--- src/common/tcc_pkg.sv ---
/*
 * Package for the three-channel input capture block: register map, control
 * field layout, mode encodings and carrier structs.
 * Assumes a 32-bit AXI4-Lite register bus; one aligned word per register.
 */
// Notes on behaviour
// - quadrature decoder enabled owns pins, capture idles
// - three channels, three pins, 16-bit captures
// - identical control register per channel
// - bit 6 enables time base reset
// - mode bits 3..0, zero means off
// - 0001 falling edge, 0010 rising edge
// - 0011 every fourth, 0100 every sixteenth rise
// - 0101 period measurement on rising edges
// - 0110 fall-to-rise, 0111 rise-to-fall width
// - 1000 captures on every input change
// - channel one 1111/1110 raise special trigger
// - trigger codes unused on channels two, three
// - special trigger starts converter conversion
// - bits 7,5,4 read zero; reset zero
// - prescaler cleared while mode is off
// - buffer loads, then optional time base clear
// - width modes always clear on starting edge
package tcc_pkg;
    localparam int          NUM_CH        = 3;
    localparam int          CAP_W         = 16;
    localparam logic [7:0]  ADDR_CTRL1    = 8'h00;
    localparam logic [7:0]  ADDR_CTRL2    = 8'h04;
    localparam logic [7:0]  ADDR_CTRL3    = 8'h08;
    localparam logic [7:0]  ADDR_BUF1     = 8'h0C;
    localparam logic [7:0]  ADDR_BUF2     = 8'h10;
    localparam logic [7:0]  ADDR_BUF3     = 8'h14;
    localparam logic [7:0]  ADDR_STATUS   = 8'h18;
    localparam logic [7:0]  ADDR_MASK     = 8'h1C;
    localparam logic [7:0]  ADDR_TIMEBASE = 8'h20;
    localparam int          REN_BIT       = 6;
    localparam int          MODE_LSB      = 0;
    localparam logic [7:0]  CTRL_WMASK    = 8'h4F;
    localparam logic [7:0]  CTRL_RESET    = 8'h00;
    localparam logic [15:0] TB_RESET      = 16'h0000;
    localparam int          ST_CAP_LSB    = 0;
    localparam int          ST_TRIG_BIT   = 3;
    localparam logic [3:0]  STATUS_WMASK  = 4'hF;
    localparam logic [1:0]  RESP_OKAY     = 2'b00;
    localparam logic [1:0]  RESP_SLVERR   = 2'b10;
    localparam logic [3:0]  PRE4_LAST     = 4'h3;
    localparam logic [3:0]  PRE16_LAST    = 4'hF;

    typedef enum logic [3:0] {
        MODE_OFF   = 4'h0,
        MODE_FALL  = 4'h1,
        MODE_RISE  = 4'h2,
        MODE_RISE4 = 4'h3,
        MODE_RISE16= 4'h4,
        MODE_PER   = 4'h5,
        MODE_PW_FR = 4'h6,
        MODE_PW_RF = 4'h7,
        MODE_CHG   = 4'h8,
        MODE_TRG_F = 4'hE,
        MODE_TRG_R = 4'hF
    } tcc_mode_e;

    typedef struct packed {
        logic       ren;
        logic [3:0] mode;
    } tcc_ctrl_s;

    typedef struct packed {
        logic capture;
        logic clear_tb;
        logic trigger;
    } tcc_event_s;
endpackage

--- src/hdl/tcc_capture.sv ---
/*
 * Three-channel input capture with AXI4-Lite registers, a shared 16-bit time
 * base, per-channel edge prescalers, sticky event status and one interrupt.
 * Assumes capture pins are asynchronous; axi signals are on aclk.
 */
// Design decisions made here: register access over AXI4-Lite and the placing of the registers.
`timescale 1ns/1ns
module tcc_capture
#(
    parameter int NUM_CH = tcc_pkg::NUM_CH,
    parameter int CAP_W  = tcc_pkg::CAP_W
)
(
    input  wire logic                      aclk,
    input  wire logic                      aresetn,
    input  wire logic                      clk_en,
    input  wire logic [2:0]                capture_pins,
    input  wire logic                      quadrature_decoder_en,
    input  wire logic [7:0]                s_axi_awaddr,
    input  wire logic                      s_axi_awvalid,
    output logic                           s_axi_awready,
    input  wire logic [31:0]               s_axi_wdata,
    input  wire logic [3:0]                s_axi_wstrb,
    input  wire logic                      s_axi_wvalid,
    output logic                           s_axi_wready,
    output logic [1:0]                     s_axi_bresp,
    output logic                           s_axi_bvalid,
    input  wire logic                      s_axi_bready,
    input  wire logic [7:0]                s_axi_araddr,
    input  wire logic                      s_axi_arvalid,
    output logic                           s_axi_arready,
    output logic [31:0]                    s_axi_rdata,
    output logic [1:0]                     s_axi_rresp,
    output logic                           s_axi_rvalid,
    input  wire logic                      s_axi_rready,
    output logic                           converter_start,
    output logic                           irq
);
    localparam int N = NUM_CH;
    localparam int W = CAP_W;

    tcc_pkg::tcc_ctrl_s   ctrl_reg     [N];
    logic [W-1:0]         buf_reg      [N];
    logic [3:0]           pre_reg      [N];
    logic                 pw_arm_reg   [N];
    logic [3:0]           mode_prev_reg[N];
    tcc_pkg::tcc_event_s  ev           [N];
    logic [W-1:0]         tb_reg;
    logic [2:0]           sync1_reg;
    logic [2:0]           sync2_reg;
    logic [2:0]           last_reg;
    logic                 cap_pend_reg [N];
    logic                 clr_pend_reg;
    logic [3:0]           status_reg;
    logic [3:0]           mask_reg;
    logic                 trig_reg;
    logic                 aw_held_reg;
    logic                 w_held_reg;
    logic [7:0]           awaddr_reg;
    logic [31:0]          wdata_reg;
    logic [3:0]           wstrb_reg;
    logic                 do_write;
    logic                 active;
    logic [3:0]           ev_bits;
    logic                 wr_tb;

    // 32-bit read image of a control register, unimplemented bits zero
    function automatic logic [31:0] ctrl_word(input tcc_pkg::tcc_ctrl_s c);
        logic [31:0] v;
        v                                   = 32'h0000_0000;
        v[tcc_pkg::REN_BIT]                 = c.ren;
        v[tcc_pkg::MODE_LSB +: 4]           = c.mode;
        return v;
    endfunction

    // byte-lane merge of a write into an 8-bit control image
    function automatic tcc_pkg::tcc_ctrl_s ctrl_from(input logic [31:0] d, input logic [3:0] s,
                                                     input tcc_pkg::tcc_ctrl_s old);
        logic [7:0]  v;
        logic [31:0] o;
        o = ctrl_word(old);
        v = s[0] ? (d[7:0] & tcc_pkg::CTRL_WMASK) : o[7:0];
        return '{ren: v[tcc_pkg::REN_BIT], mode: v[tcc_pkg::MODE_LSB +: 4]};
    endfunction

    // rising edge of one synchronised pin against its previous sample
    function automatic logic edge_rise(input logic now_v, input logic was_v);
        return now_v && !was_v;
    endfunction

    // falling edge of one synchronised pin against its previous sample
    function automatic logic edge_fall(input logic now_v, input logic was_v);
        return !now_v && was_v;
    endfunction

    // prescaler step: the every-fourth mode wraps after its last count, others wrap at 16
    function automatic logic [3:0] prescale_step(input logic [3:0] mode, input logic [3:0] pre);
        if (mode == tcc_pkg::MODE_RISE4 && pre == tcc_pkg::PRE4_LAST)
            return 4'h0;
        return pre + 4'h1;
    endfunction

    // ports and read packing are sized for three 16-bit channels only
    if (N != 3 || W != 16)
    begin : g_bad_size
        $error("tcc_capture: only three 16-bit channels are supported");
    end

    // pin synchroniser, then last-value register for edge detection
    always_ff @(posedge aclk)
    begin
        if (!aresetn)
        begin
            sync1_reg <= 3'b000;
            sync2_reg <= 3'b000;
            last_reg  <= 3'b000;
        end
        else if (clk_en)
        begin
            sync1_reg <= capture_pins;
            sync2_reg <= sync1_reg;
            last_reg  <= sync2_reg;
        end
    end

    assign active = !quadrature_decoder_en;

    // per-channel edge decode into capture / clear / trigger events
    always_comb
    begin
        for (int i = 0; i < N; i++)
        begin
            logic rise;
            logic fall;
            rise  = edge_rise(sync2_reg[i], last_reg[i]);
            fall  = edge_fall(sync2_reg[i], last_reg[i]);
            ev[i] = '{capture: 1'b0, clear_tb: 1'b0, trigger: 1'b0};
            if (active)
            begin
                case (ctrl_reg[i].mode)
                    tcc_pkg::MODE_FALL:   ev[i].capture = fall;
                    tcc_pkg::MODE_RISE:   ev[i].capture = rise;
                    tcc_pkg::MODE_RISE4:  ev[i].capture = rise && pre_reg[i] == tcc_pkg::PRE4_LAST;
                    tcc_pkg::MODE_RISE16: ev[i].capture = rise && pre_reg[i] == tcc_pkg::PRE16_LAST;
                    tcc_pkg::MODE_PER:    ev[i].capture = rise;
                    tcc_pkg::MODE_PW_FR:
                    begin
                        ev[i].capture  = rise && pw_arm_reg[i];
                        ev[i].clear_tb = fall;
                    end
                    tcc_pkg::MODE_PW_RF:
                    begin
                        ev[i].capture  = fall && pw_arm_reg[i];
                        ev[i].clear_tb = rise;
                    end
                    tcc_pkg::MODE_CHG:    ev[i].capture = rise || fall;
                    tcc_pkg::MODE_TRG_R:  ev[i].trigger = (i == 0) && rise;
                    tcc_pkg::MODE_TRG_F:  ev[i].trigger = (i == 0) && fall;
                    default:              ev[i].capture = 1'b0;
                endcase
            end
        end
    end

    // prescaler and pulse-width arm per channel
    always_ff @(posedge aclk)
    begin
        if (!aresetn)
        begin
            for (int i = 0; i < N; i++)
            begin
                pre_reg[i]       <= 4'h0;
                pw_arm_reg[i]    <= 1'b0;
                mode_prev_reg[i] <= 4'h0;
            end
        end
        else if (clk_en)
        begin
            for (int i = 0; i < N; i++)
            begin
                mode_prev_reg[i] <= ctrl_reg[i].mode;
                // only the off code clears the prescaler; other mode changes keep its count
                if (ctrl_reg[i].mode == tcc_pkg::MODE_OFF)
                    pre_reg[i] <= 4'h0;
                else if (active && edge_rise(sync2_reg[i], last_reg[i]))
                    pre_reg[i] <= prescale_step(ctrl_reg[i].mode, pre_reg[i]);
                // a mode change disarms width measurement so a stale start edge is not used
                if (ctrl_reg[i].mode != mode_prev_reg[i])
                    pw_arm_reg[i] <= 1'b0;
                else if (ev[i].clear_tb)
                    pw_arm_reg[i] <= 1'b1;
                else if (ev[i].capture)
                    pw_arm_reg[i] <= 1'b0;
            end
        end
    end

    // capture and clear both one cycle after the event, on the same edge
    always_ff @(posedge aclk)
    begin
        if (!aresetn)
        begin
            for (int i = 0; i < N; i++)
            begin
                cap_pend_reg[i] <= 1'b0;
                buf_reg[i]      <= 16'h0000;
            end
            clr_pend_reg <= 1'b0;
        end
        else if (clk_en)
        begin
            clr_pend_reg <= 1'b0;
            for (int i = 0; i < N; i++)
            begin
                cap_pend_reg[i] <= ev[i].capture;
                // buffer takes the time base one cycle after the event, before any clear lands
                if (cap_pend_reg[i])
                    buf_reg[i] <= tb_reg;
                if ((ev[i].capture && ctrl_reg[i].ren) || ev[i].clear_tb)
                    clr_pend_reg <= 1'b1;
            end
        end
    end

    // shared free-running time base; a software write wins over clearing
    always_ff @(posedge aclk)
    begin
        if (!aresetn)
            tb_reg <= tcc_pkg::TB_RESET;
        else if (clk_en)
        begin
            if (wr_tb)
                tb_reg <= wdata_reg[W-1:0];
            else if (clr_pend_reg)
                tb_reg <= tcc_pkg::TB_RESET;
            else
                tb_reg <= tb_reg + 16'h0001;
        end
    end

    // special event trigger pulse toward the converter
    always_ff @(posedge aclk)
    begin
        if (!aresetn)
            trig_reg <= 1'b0;
        else if (clk_en)
            trig_reg <= ev[0].trigger;
    end
    assign converter_start = trig_reg;

    // AXI4-Lite write channel capture
    assign s_axi_awready = !aw_held_reg && !s_axi_bvalid;
    assign s_axi_wready  = !w_held_reg && !s_axi_bvalid;
    assign do_write      = aw_held_reg && w_held_reg;
    assign wr_tb         = do_write && awaddr_reg == tcc_pkg::ADDR_TIMEBASE && wstrb_reg[1:0] == 2'b11;

    always_ff @(posedge aclk)
    begin
        if (!aresetn)
        begin
            aw_held_reg  <= 1'b0;
            w_held_reg   <= 1'b0;
            awaddr_reg   <= 8'h00;
            wdata_reg    <= 32'h0000_0000;
            wstrb_reg    <= 4'h0;
            s_axi_bvalid <= 1'b0;
            s_axi_bresp  <= tcc_pkg::RESP_OKAY;
        end
        else if (clk_en)
        begin
            if (s_axi_awvalid && s_axi_awready)
            begin
                aw_held_reg <= 1'b1;
                awaddr_reg  <= s_axi_awaddr;
            end
            if (s_axi_wvalid && s_axi_wready)
            begin
                w_held_reg <= 1'b1;
                wdata_reg  <= s_axi_wdata;
                wstrb_reg  <= s_axi_wstrb;
            end
            if (do_write)
            begin
                aw_held_reg  <= 1'b0;
                w_held_reg   <= 1'b0;
                s_axi_bvalid <= 1'b1;
                s_axi_bresp  <= (awaddr_reg <= tcc_pkg::ADDR_TIMEBASE && awaddr_reg[1:0] == 2'b00)
                                ? tcc_pkg::RESP_OKAY : tcc_pkg::RESP_SLVERR;
            end
            else if (s_axi_bvalid && s_axi_bready)
                s_axi_bvalid <= 1'b0;
        end
    end

    // control, mask and status registers
    always_comb
    begin
        for (int i = 0; i < N; i++)
            ev_bits[tcc_pkg::ST_CAP_LSB + i] = cap_pend_reg[i];
        ev_bits[tcc_pkg::ST_TRIG_BIT] = trig_reg;
    end

    always_ff @(posedge aclk)
    begin
        if (!aresetn)
        begin
            for (int i = 0; i < N; i++)
                ctrl_reg[i] <= '{ren: 1'b0, mode: tcc_pkg::CTRL_RESET[3:0]};
            mask_reg   <= 4'h0;
            status_reg <= 4'h0;
        end
        else if (clk_en)
        begin
            if (do_write)
            begin
                for (int i = 0; i < N; i++)
                    if (awaddr_reg == tcc_pkg::ADDR_CTRL1 + 8'(4 * i))
                        ctrl_reg[i] <= ctrl_from(wdata_reg, wstrb_reg, ctrl_reg[i]);
                if (awaddr_reg == tcc_pkg::ADDR_MASK && wstrb_reg[0])
                    mask_reg <= wdata_reg[3:0];
            end
            // set beats write-one-to-clear
            if (do_write && awaddr_reg == tcc_pkg::ADDR_STATUS && wstrb_reg[0])
                status_reg <= (status_reg & ~(wdata_reg[3:0] & tcc_pkg::STATUS_WMASK)) | ev_bits;
            else
                status_reg <= status_reg | ev_bits;
        end
    end

    assign irq = |(status_reg & mask_reg);

    // AXI4-Lite read channel
    assign s_axi_arready = !s_axi_rvalid;

    always_ff @(posedge aclk)
    begin
        if (!aresetn)
        begin
            s_axi_rvalid <= 1'b0;
            s_axi_rdata  <= 32'h0000_0000;
            s_axi_rresp  <= tcc_pkg::RESP_OKAY;
        end
        else if (clk_en)
        begin
            // read data is registered and stands until rready
            if (s_axi_arvalid && s_axi_arready)
            begin
                s_axi_rvalid <= 1'b1;
                s_axi_rresp  <= tcc_pkg::RESP_OKAY;
                case (s_axi_araddr)
                    tcc_pkg::ADDR_CTRL1:    s_axi_rdata <= ctrl_word(ctrl_reg[0]);
                    tcc_pkg::ADDR_CTRL2:    s_axi_rdata <= ctrl_word(ctrl_reg[1]);
                    tcc_pkg::ADDR_CTRL3:    s_axi_rdata <= ctrl_word(ctrl_reg[2]);
                    tcc_pkg::ADDR_BUF1:     s_axi_rdata <= {16'h0000, buf_reg[0]};
                    tcc_pkg::ADDR_BUF2:     s_axi_rdata <= {16'h0000, buf_reg[1]};
                    tcc_pkg::ADDR_BUF3:     s_axi_rdata <= {16'h0000, buf_reg[2]};
                    tcc_pkg::ADDR_STATUS:   s_axi_rdata <= {28'h000_0000, status_reg};
                    tcc_pkg::ADDR_MASK:     s_axi_rdata <= {28'h000_0000, mask_reg};
                    tcc_pkg::ADDR_TIMEBASE: s_axi_rdata <= {16'h0000, tb_reg};
                    default:
                    begin
                        s_axi_rdata <= 32'h0000_0000;
                        s_axi_rresp <= tcc_pkg::RESP_SLVERR;
                    end
                endcase
            end
            else if (s_axi_rvalid && s_axi_rready)
                s_axi_rvalid <= 1'b0;
        end
    end
endmodule

--- config.mk ---
export PLATFORM = sky130hd
export DESIGN_NAME = tcc_capture
export DESIGN_NICKNAME = d
export VERILOG_FILES = /design/src/common/tcc_pkg.sv /design/src/hdl/tcc_capture.sv
export SDC_FILE = /design/constraint.sdc
export NUM_CORES = 1
export LEC_CHECK = 0
export BUFFER_PORTS_ARGS = -buffer_cell sky130_fd_sc_hd__buf_2
export CAP_MARGIN = 20
export CORE_MARGIN = 1.5
export CORE_UTILIZATION = 40
export CTS_CLUSTER_DIAMETER = 120
export DETAILED_ROUTE_END_ITERATION = 7
export SETUP_SLACK_MARGIN = 0.05
export SYNTH_ARGS = -nofsm -noshare
export SYNTH_HDL_FRONTEND = slang
export SYNTH_SLANG_ARGS = --single-unit
--- constraint.sdc ---
create_clock -name aclk -period 2.8 [get_ports aclk]
set_clock_uncertainty 0.05 [all_clocks]
set_input_delay 0.28 -clock aclk [delete_from_list [all_inputs] [get_ports aclk]]
set_output_delay 0.28 -clock aclk [all_outputs]
set_load 0.05 [all_outputs]
## After elaboration in Yosys (flattened, before gate mapping)

Memory sizes are Yosys's and may differ from the RTL's.
Index checks and enable logic that the tools add are counted.

| storage, ports and cells | value |
|---|---|
| output and inout bits | 43 |
| logic and storage cells | 385 |
| bits in latches | 0 |
| bits in writable memories | 93 |
| input bits | 64 |
| ROM bits | 0 |
| memories kept | 6 |
| bits in registers | 101 |

| operators by class | value |
|---|---|
| multipliers | 0 |
| div/mod/pow operators | 0 |
| reduce and logical (&&, ||, !) cells | 82 |
| equality and inequality tests | 49 |
| muxes and demuxes | 193 |
| bitwise gates (word level) | 32 |
| add/sub/neg operators | 4 |
| shifts and indexed selects | 0 |
| magnitude comparators | 1 |

Memory list:

| name | depth | bits a word | read ports | clocked after Yosys merged registers in | wr ports | line | RTL |
|---|---|---|---|---|---|---|---|
| buf_reg | 3 | 16 | 3 | 0 | 3 | tcc_capture.sv:43 | `logic [W-1:0] buf_reg [N];` |
| ctrl_reg | 3 | 5 | 3 | 0 | 3 | tcc_capture.sv:42 | `tcc_pkg::tcc_ctrl_s ctrl_reg [N];` |
| mode_prev_reg | 3 | 4 | 3 | 0 | 3 | tcc_capture.sv:46 | `logic [3:0] mode_prev_reg[N];` |
| pre_reg | 3 | 4 | 3 | 0 | 3 | tcc_capture.sv:44 | `logic [3:0] pre_reg [N];` |
| cap_pend_reg | 3 | 1 | 3 | 0 | 3 | tcc_capture.sv:52 | `logic cap_pend_reg [N];` |
| pw_arm_reg | 3 | 1 | 3 | 0 | 3 | tcc_capture.sv:45 | `logic pw_arm_reg [N];` |

Operators by type and width:

| cell | count |
|---|---|
| $pmux 16 s9 | 1 |
| $mux 1 | 141 |
| $mux 4 | 28 |
| $mux 16 | 5 |
| $eq 4x3->1 const B | 12 |
| $eq 8x5->1 const B | 6 |
| $logic_and 1x1->1 | 41 |
| $eq 4x2->1 const B | 9 |
| $eq 4x4->1 const B | 8 |
| $or 1x1->1 | 27 |
| $eq 8x4->1 const B | 3 |
| $mux 7 | 3 |
| $pmux 1 s7 | 3 |
| $add 16x1->16 const B | 1 |
| $eq 8x3->1 const B | 2 |
| $eq 8x6->1 const B | 2 |
| $logic_not 8->1 | 2 |
| $reduce_and 2->1 | 8 |
| $mux 5 | 3 |
| $add 4x1->4 const B | 3 |
| $eq 4x1->1 const B | 3 |
| $logic_not 4->1 | 3 |
| $ne 4x4->1 | 3 |
| $logic_not 1->1 | 11 |
| other kinds (15) | 33 |

## Depth between registers and ports, before layout

Gate-level depths: netlist (run 1).
An unclocked memory read counts as a cell.

| logic depth | value |
|---|---|
| depth in word-level cells | 14 |
| gate-level depth with buffers | 8 |

## Least setup slack after synthesis (run 1)

No wires, ideal clock.

| timing | value |
|---|---|
| path kind | register -> register |
| from | reg sync2_reg[2] |
| to | mem pw_arm_reg[2], enable pin |
| arrival time | 1.707 ns |
| stages on the path, launching flop included | 8 |
| path slack | 0.735 ns |
| buffers on the path | 0 |
| setup time | 0.307 ns |
| period minus slack after synthesis | 2.065 ns |
| cell sequence | dfxtp_1 > inv_1 > ha_1 > or3b_2 > a211oi_1 > a21oi_1 > a31o_2 > a31oi_1 |

RTL lines:

| element | line | RTL |
|---|---|---|
| from (decl) | tcc_capture.sv:50 | `logic [2:0] sync2_reg;` |
| from (signal assigned) | tcc_capture.sv:121 | `sync2_reg <= sync1_reg;` |
| to (decl) | tcc_capture.sv:45 |  |

==> results of run 1 <==
## power by group through the flow
stage	clock network, mW	logic (mW)	registers (mW)
after floorplan	0	0.348	2.92
after global placement	0	0.445	2.95
after detailed placement	0	0.449	2.96
after CTS	2.33	0.451	2.90
after global routing	2.43	0.492	2.91
final	2.29	0.447	2.90
## per-layer routing
layer,track usage (%),routed length (um)
met5,0,0
met4,5.05,202
met1,27.1,9850
met3,4.51,1170
met2,28.1,8670
## critical path, cell delays in order, from the launching register on
cell and delay (ns):
dfxtp_1 0.37, inv_1 0.06, ha_1 0.28, nor3b_1 0.18, a31oi_1 0.07, o32a_1 0.29
o211ai_1 0.36, o21ai_0 0.17, nand2_1 0.10
## cell usage in the layout, fill, tap and decap left out, types with 4 or more instances in the layout
master | synthesis | layout
a211oi_1 | 4 | 4
a21oi_1 | 47 | 47
a222oi_1 | 13 | 13
a22o_1 | 14 | 14
a22oi_1 | 10 | 10
a2bb2oi_1 | 11 | 11
a31oi_1 | 12 | 12
and2_1 | 25 | 25
and3_1 | 22 | 22
buf_2 | 8 | 70
buf_4 | 20 | 23
clkbuf_16 | 0 | 17
clkinv_4 | 0 | 6
conb_1 | 1 | 18
dfxtp_1 | 83 | 83
edfxtp_1 | 93 | 93
ha_1 | 10 | 10
inv_1 | 17 | 17
mux2_2 | 6 | 6
mux2i_1 | 29 | 29
nand2_1 | 93 | 93
nand3_1 | 23 | 23
nand4_1 | 7 | 7
nor2_1 | 71 | 71
nor2b_1 | 14 | 14
nor3_1 | 13 | 13
nor3b_1 | 9 | 9
nor4_1 | 9 | 9
o211ai_1 | 4 | 4
o21ai_0 | 28 | 28
xnor2_1 | 17 | 17
xor2_1 | 9 | 9
## worst max-delay path by stage
| stage | startpoint | end | slack, ns | depth (start not counted) |
|---|---|---|---|---|
| floorplan | sync2_reg[2] | pw_arm_reg[2] | 0.74 | 7 |
| global placement | s_axi_araddr[2] | s_axi_rdata[4] | 0.62 | 7 |
| detailed placement | sync2_reg[2] | pw_arm_reg[2] | 0.60 | 7 |
| CTS | sync2_reg[1] | pw_arm_reg[1] | 0.58 | 8 |
| global route | sync2_reg[0] | pw_arm_reg[0] | 0.43 | 8 |
| finish | sync2_reg[1] | pw_arm_reg[1] | 0.59 | 8 |
## final cells by class
cell class	instances	area, um2
fill	1961	10900
sequential	176	4450
multi-input combinational	573	3620
timing repair buffer	93	523
clock buffer	18	429
tap	270	338
clock inverter	14	134
inverter	18	67.6
## Yosys cell counts (3+ instances only)
cell type,count,area share [%]
a22o_1,14,1.5
xor2_1,9,0.93
edfxtp_1,93,33
and3_1,22,1.6
and2_1,25,1.9
nand4_1,7,0.52
nor3_1,13,0.77
a211oi_1,4,0.36
a31oi_1,12,0.89
a2bb2oi_1,11,1.1
xnor2_1,17,1.8
mux2_2,6,0.80
nor2b_1,14,1.0
ha_1,10,1.5
a21oi_1,47,2.8
nor3b_1,9,0.80
o211ai_1,4,0.36
nand2_1,93,4.1
nand2b_1,3,0.22
a222oi_1,13,1.5
nand3b_1,3,0.27
mux4_2,3,0.80
clkbuf_1,41,1.8
nor2_1,71,3.2
o21ai_0,28,1.7
nor4_1,9,0.67
inv_1,17,0.76
buf_2,8,0.47
nand3_1,23,1.4
dfxtp_1,83,20
a22oi_1,10,0.89
nor4bb_1,3,0.36
o22ai_1,3,0.22
nor4b_1,3,0.31
buf_4,20,1.8
mux2i_1,29,3.4
## cells by family (layout without fill, tap and decap cells)
| group | count (synthesis) | after routing |
|---|---|---|
| xor gates and xnor gates | 26 | 26 |
| other | 1 | 18 |
| buffers and inverters | 92 | 143 |
| and+or+nand+nor | 317 | 317 |
| adders and majority gates | 10 | 10 |
| AOI/OAI and AO/OA | 164 | 164 |
| DFF | 176 | 176 |
| muxes | 38 | 38 |
## stage by stage
step	hold slack [ns]	worst slack, ns	power [mW]	area (um2)
CTS	0.00742	0.576	5.68	9570
global placement	0.399	0.621	3.40	9010
finish	0.0205	0.587	5.63	9570
detailed placement	0.405	0.600	3.40	9010
global route	0.0133	0.433	5.83	9570
floorplan	0.366	0.735	3.27	8510
==> metrics.csv, run 1 <==
stage,metric,value,unit
setup_path,reg2reg_from,sync2_reg[1],
min_path,hold_path_class,input pin to flip-flop,
power,leakage,3.63,nW
clock_tree,cts_hold_buffers,0,
setup_path,cp_max_fo,4,
floorplanning,die_width,148,um
power,combPwrFrac,7.9,%
synthesis,synth_compound_area_share,13.1,%
synthesis,synth-main-ff-cell,edfxtp_1,
placement,dp_cells,1130,
placement,numPortBuffers,70,
clock_tree,cts_tree,built,
detailed_routing,initialDrtViolationCount,451,
min_path,hold_path.startpoint,s_axi_wdata[10],
min_path,worstHoldEndpoint,wdata_reg[10],
detailed_routing,drcViolationCount,0,
timing,slew_headroom,46.8,%
synthesis,syn_area,0.00845,mm2
timing,setup_violations,0,
power,clock_power_share,40.6,%
synthesis,yosys_warnings,0,
cells_and_area,drive_above_1_share,16.6,%
clock_tree,cts-htree-levels,4,
power,powerDensity,589,mW/mm2
power,switching_share,25.4,%
timing,period_minus_slack,2.21,ns
timing,timing.setup.tns,0,ns
floorplanning,io_pins,107,
timing,hold_viol,0,
floorplanning,fp.dieH,148,um
detailed_routing,final_antenna_net_count,0,
global_route,grt_pass1_wl,31.9,mm
clock_tree,cts-buffers-inserted,17,
cells_and_area,post-route-util,46.7,%
detailed_routing,dr.pass1.iters,5,
setup_path,r2r-end,pw_arm_reg[1],
power,netSwitchingPower,1.43,mW
clock_tree,cts_setup_buffers,0,
detailed_routing,routedWlPerCell,17.1,um
global_route,overflow,0,
placement,gp_congestion,0.776,
clock_tree,cts_buffer_depth,2,
timing,rsz0062_at_grt,false,
synthesis,synthMuxAreaShare,5.03,%
run_status,status,finished clean,
power,vdd_drop_max,447,uV
synthesis,synth-seq-area-share,52.7,%
cells_and_area,final_cell_count_no_fill,1162,
synthesis,synth_edf_count,93,
detailed_routing,wirelength,19.9,mm
setup_path,reg2reg_depth,8,
global_route,antenna_found_initial,0,
global_route,grt_max_degree,53,
synthesis,yosys.area_share.simple,19.6,%
clock_tree,clock-sinks,176,
timing,slew_violations,0,
synthesis,async_reset_ff_share,0,%
setup_path,worst_setup_path_start_kind,flip-flop,
cells_and_area,diodes,0,
setup_path,worstPathRequired,2.90,ns
synthesis,synth_top_family_by_area,simple AND/OR/NAND/NOR gates,
synthesis,ys_seq_elements,176,
setup_path,cp.arrival,2.31,ns
detailed_routing,vias,6312,
timing,max_freq,452,MHz
floorplanning,dieArea,0.0220,mm2
clock_tree,root_buffer,clkbuf_16,
setup_path,crit_path_end_kind,flip-flop,
min_path,whs_path_depth,3,
cells_and_area,largest_reg_flops,48,
timing,tightest_slew,0.793,ns
floorplanning,start_util,41.2,%
timing,fin_crit_sh,79.0,%
placement,dp_hpwl,13.8,mm
power,intPower,4.20,mW
power,seqPwrFrac,51.4,%
flow_run,maxCapViolations,0,
synthesis,netlist_instances,824,
global_route,grt_usage,18.8,%
floorplanning,rows,52,
cells_and_area,nNetsFinal,953,
detailed_routing,avgViaCountPerCell,5.43,
floorplanning,core,0.0205,mm2
clock_tree,ctsResizeCount,0,
clock_tree,clk_pin_slew,0.07,ns
synthesis,synth_xor_area_share,2.70,%
global_route,grt_pass1_vias,5841,
cells_and_area,synthToLayoutAreaGrowth,13.3,%
clock_tree,worstSkewPairLatency,0.44,ns
synthesis,synth.distinct_cells,70,
synthesis,synth_fa_ha_area_share,1.48,%
setup_path,r2r_slack,0.59,ns
setup_path,path_class,flip-flop to flip-flop,
synthesis,syn_area_per_cell,10.3,um2
No activity file was read; power rests on OpenSTA's default activity.
==> run 2: changes to the inputs <==
==> constraint.sdc (replaced) <==
create_clock -name aclk -period 2.13 [get_ports aclk]
set_clock_uncertainty 0.05 [all_clocks]
set_input_delay 0.213 -clock aclk [delete_from_list [all_inputs] [get_ports aclk]]
set_output_delay 0.213 -clock aclk [all_outputs]
set_load 0.05 [all_outputs]
==> metrics.csv, run 2 (synthesized netlist as in run 1, its figures left out) <==
stage,metric,value,unit
global_route,grt_pass1_wl,33.1,mm
timing,tightest_slew,0.846,ns
setup_path,path_class,flip-flop to flip-flop,
power,power,7.40,mW
clock_tree,cts-htree-levels,4,
global_route,grt_max_degree,65,
setup_path,r2r_slack,0.10,ns
timing,fin_crit_sh,95.2,%
min_path,hold_path.startpoint,s_axi_arvalid,
flow_run,maxCapViolations,0,
floorplanning,dieArea,0.0220,mm2
cells_and_area,layout_common_cells,"nand2_1, edfxtp_1, dfxtp_1",
global_route,grt_pass1_vias,6083,
clock_tree,worstSkewPairLatency,0.43,ns
setup_path,crit_path_end_kind,flip-flop,
setup_path,cp_max_fo,3,
detailed_routing,wirelength,20.5,mm
setup_path,crit_chain,inv_2 > ha_4 > or3b_4 > a211oi_2 > a21oi_1 > a31o_2 > o2111a_1 > a31oi_1,
floorplanning,start_util,41.2,%
run_status,status,finished clean,
setup_path,crit_family,compound AO/OA/AOI/OAI gates,
cells_and_area,largest_reg_flops,48,
cells_and_area,drive_above_1_share,20.4,%
power,powerDensity,726,mW/mm2
setup_path,worstPathRequired,2.44,ns
setup_path,cp.arrival,2.33,ns
setup_path,reg2reg_from,sync2_reg[2],
detailed_routing,drcViolationCount,0,
power,vdd_drop_max,507,uV
global_route,antenna_found_initial,0,
detailed_routing,dr.pass1.iters,7,
floorplanning,io_pins,107,
floorplanning,die_width,148,um
detailed_routing,initialDrtViolationCount,451,
setup_path,worst_setup_path_start_kind,flip-flop,
clock_tree,cts-buffers-inserted,17,
setup_path,crit_path_top_delay_cell,or3b_4,
cells_and_area,nNetsFinal,1014,
clock_tree,cts_buffer_depth,2,
floorplanning,core,0.0205,mm2
timing,slew_violations,0,
detailed_routing,avgViaCountPerCell,5.33,
cells_and_area,diodes,0,
min_path,hold_path_class,input pin to flip-flop,
detailed_routing,vias,6523,
timing,max_freq,493,MHz
cells_and_area,num-fill-cells,1903,
min_path,whs_path_depth,3,
clock_tree,root_buffer,clkbuf_16,
global_route,grt_usage,19.4,%
setup_path,path_buf_inv,1,
floorplanning,rows,52,
power,leakage,3.92,nW
setup_path,critical-path-max-stage-delay,0.39,ns
clock_tree,clock-sinks,176,
placement,gp_congestion,0.796,
timing,slew_headroom,43.4,%
detailed_routing,routedWlPerCell,16.8,um
clock_tree,clk_pin_slew,0.07,ns
clock_tree,cts_tree,built,
timing,rsz0062_at_grt,true,
min_path,worstHoldEndpoint,s_axi_rresp[1],
floorplanning,fp.dieH,148,um
timing,hold_viol,0,
timing,whs,0.0494,ns
timing,setup_violations,0,
cells_and_area,synthToLayoutAreaGrowth,20.6,%
detailed_routing,final_antenna_net_count,0,
timing,period_minus_slack,2.03,ns
global_route,overflow,0,
clock_tree,cts_setup_buffers,0,
setup_path,r2r-end,clr_pend_reg,
placement,numPortBuffers,70,
placement,dp_hpwl,14.1,mm
setup_path,reg2reg_depth,8,
==> run 2: worst max path at each step <==
stage            startpoint  cells past startpoint             to
2_1_floorplan  sync2_reg[2]                      7  pw_arm_reg[2]
3_3_place_gp   sync2_reg[2]                      7  pw_arm_reg[2]
3_5_place_dp   sync2_reg[2]                      7  pw_arm_reg[2]
4_1_cts        sync2_reg[2]                      7  pw_arm_reg[2]
5_1_grt        sync2_reg[1]                      8  pw_arm_reg[1]
6_report       sync2_reg[2]                      8   clr_pend_reg
==> run 2: layer usage <==
layer,global-route usage [%],wire length [um],part of all wire [%]
met1,28.1,10000,49
met2,29.3,9070,44
met3,4.54,1250,6.1
met4,4.70,152,0.74
met5,0,0,0
==> run 2: report_power, final <==
part / switching (mW) / internal, mW
sequential: 0.0956 / 3.70
combinational: 0.426 / 0.268
clock: 1.37 / 1.55
total: 1.89 / 5.51
==> run 2: tightest hold or removal path, stage by stage <==
cell and delay (ns):
buf_2 0.09, a31oi_1 0.07, nor3_1 0.11
==> run 2: layout make-up <==
class	count	area (um2)	share of cell area, %
tap	270	338	3.31
clock buffer	19	443	4.35
inverter	18	67.6	0.663
multi-input combinational	573	3690	36.2
sequential	176	4460	43.8
timing repair buffer	154	1090	10.7
clock inverter	13	103	1.01
==> run 2: repair_timing <==
action,CTS,global route
gates resized for setup,5,18
setup endpoints to repair,3,22
endpoints found under the hold margin,30,0
pin swaps,4,10
hold buffers,30,0
==> run 2: per-stage QoR <==
stage	utilization, %	setup TNS, ns	cell area, um2	setup slack [ns]	std cells
3_3_place_gp	45.2	0	9270	0.0306	1161
3_5_place_dp	45.2	-0.0222	9270	-0.0222	1161
4_1_cts	49.4	0	10100	0.0472	1223
2_1_floorplan	-	0	8510	0.0652	841
6_report	49.7	0	10200	0.103	1223
5_1_grt	49.7	0	10200	0.0344	1223
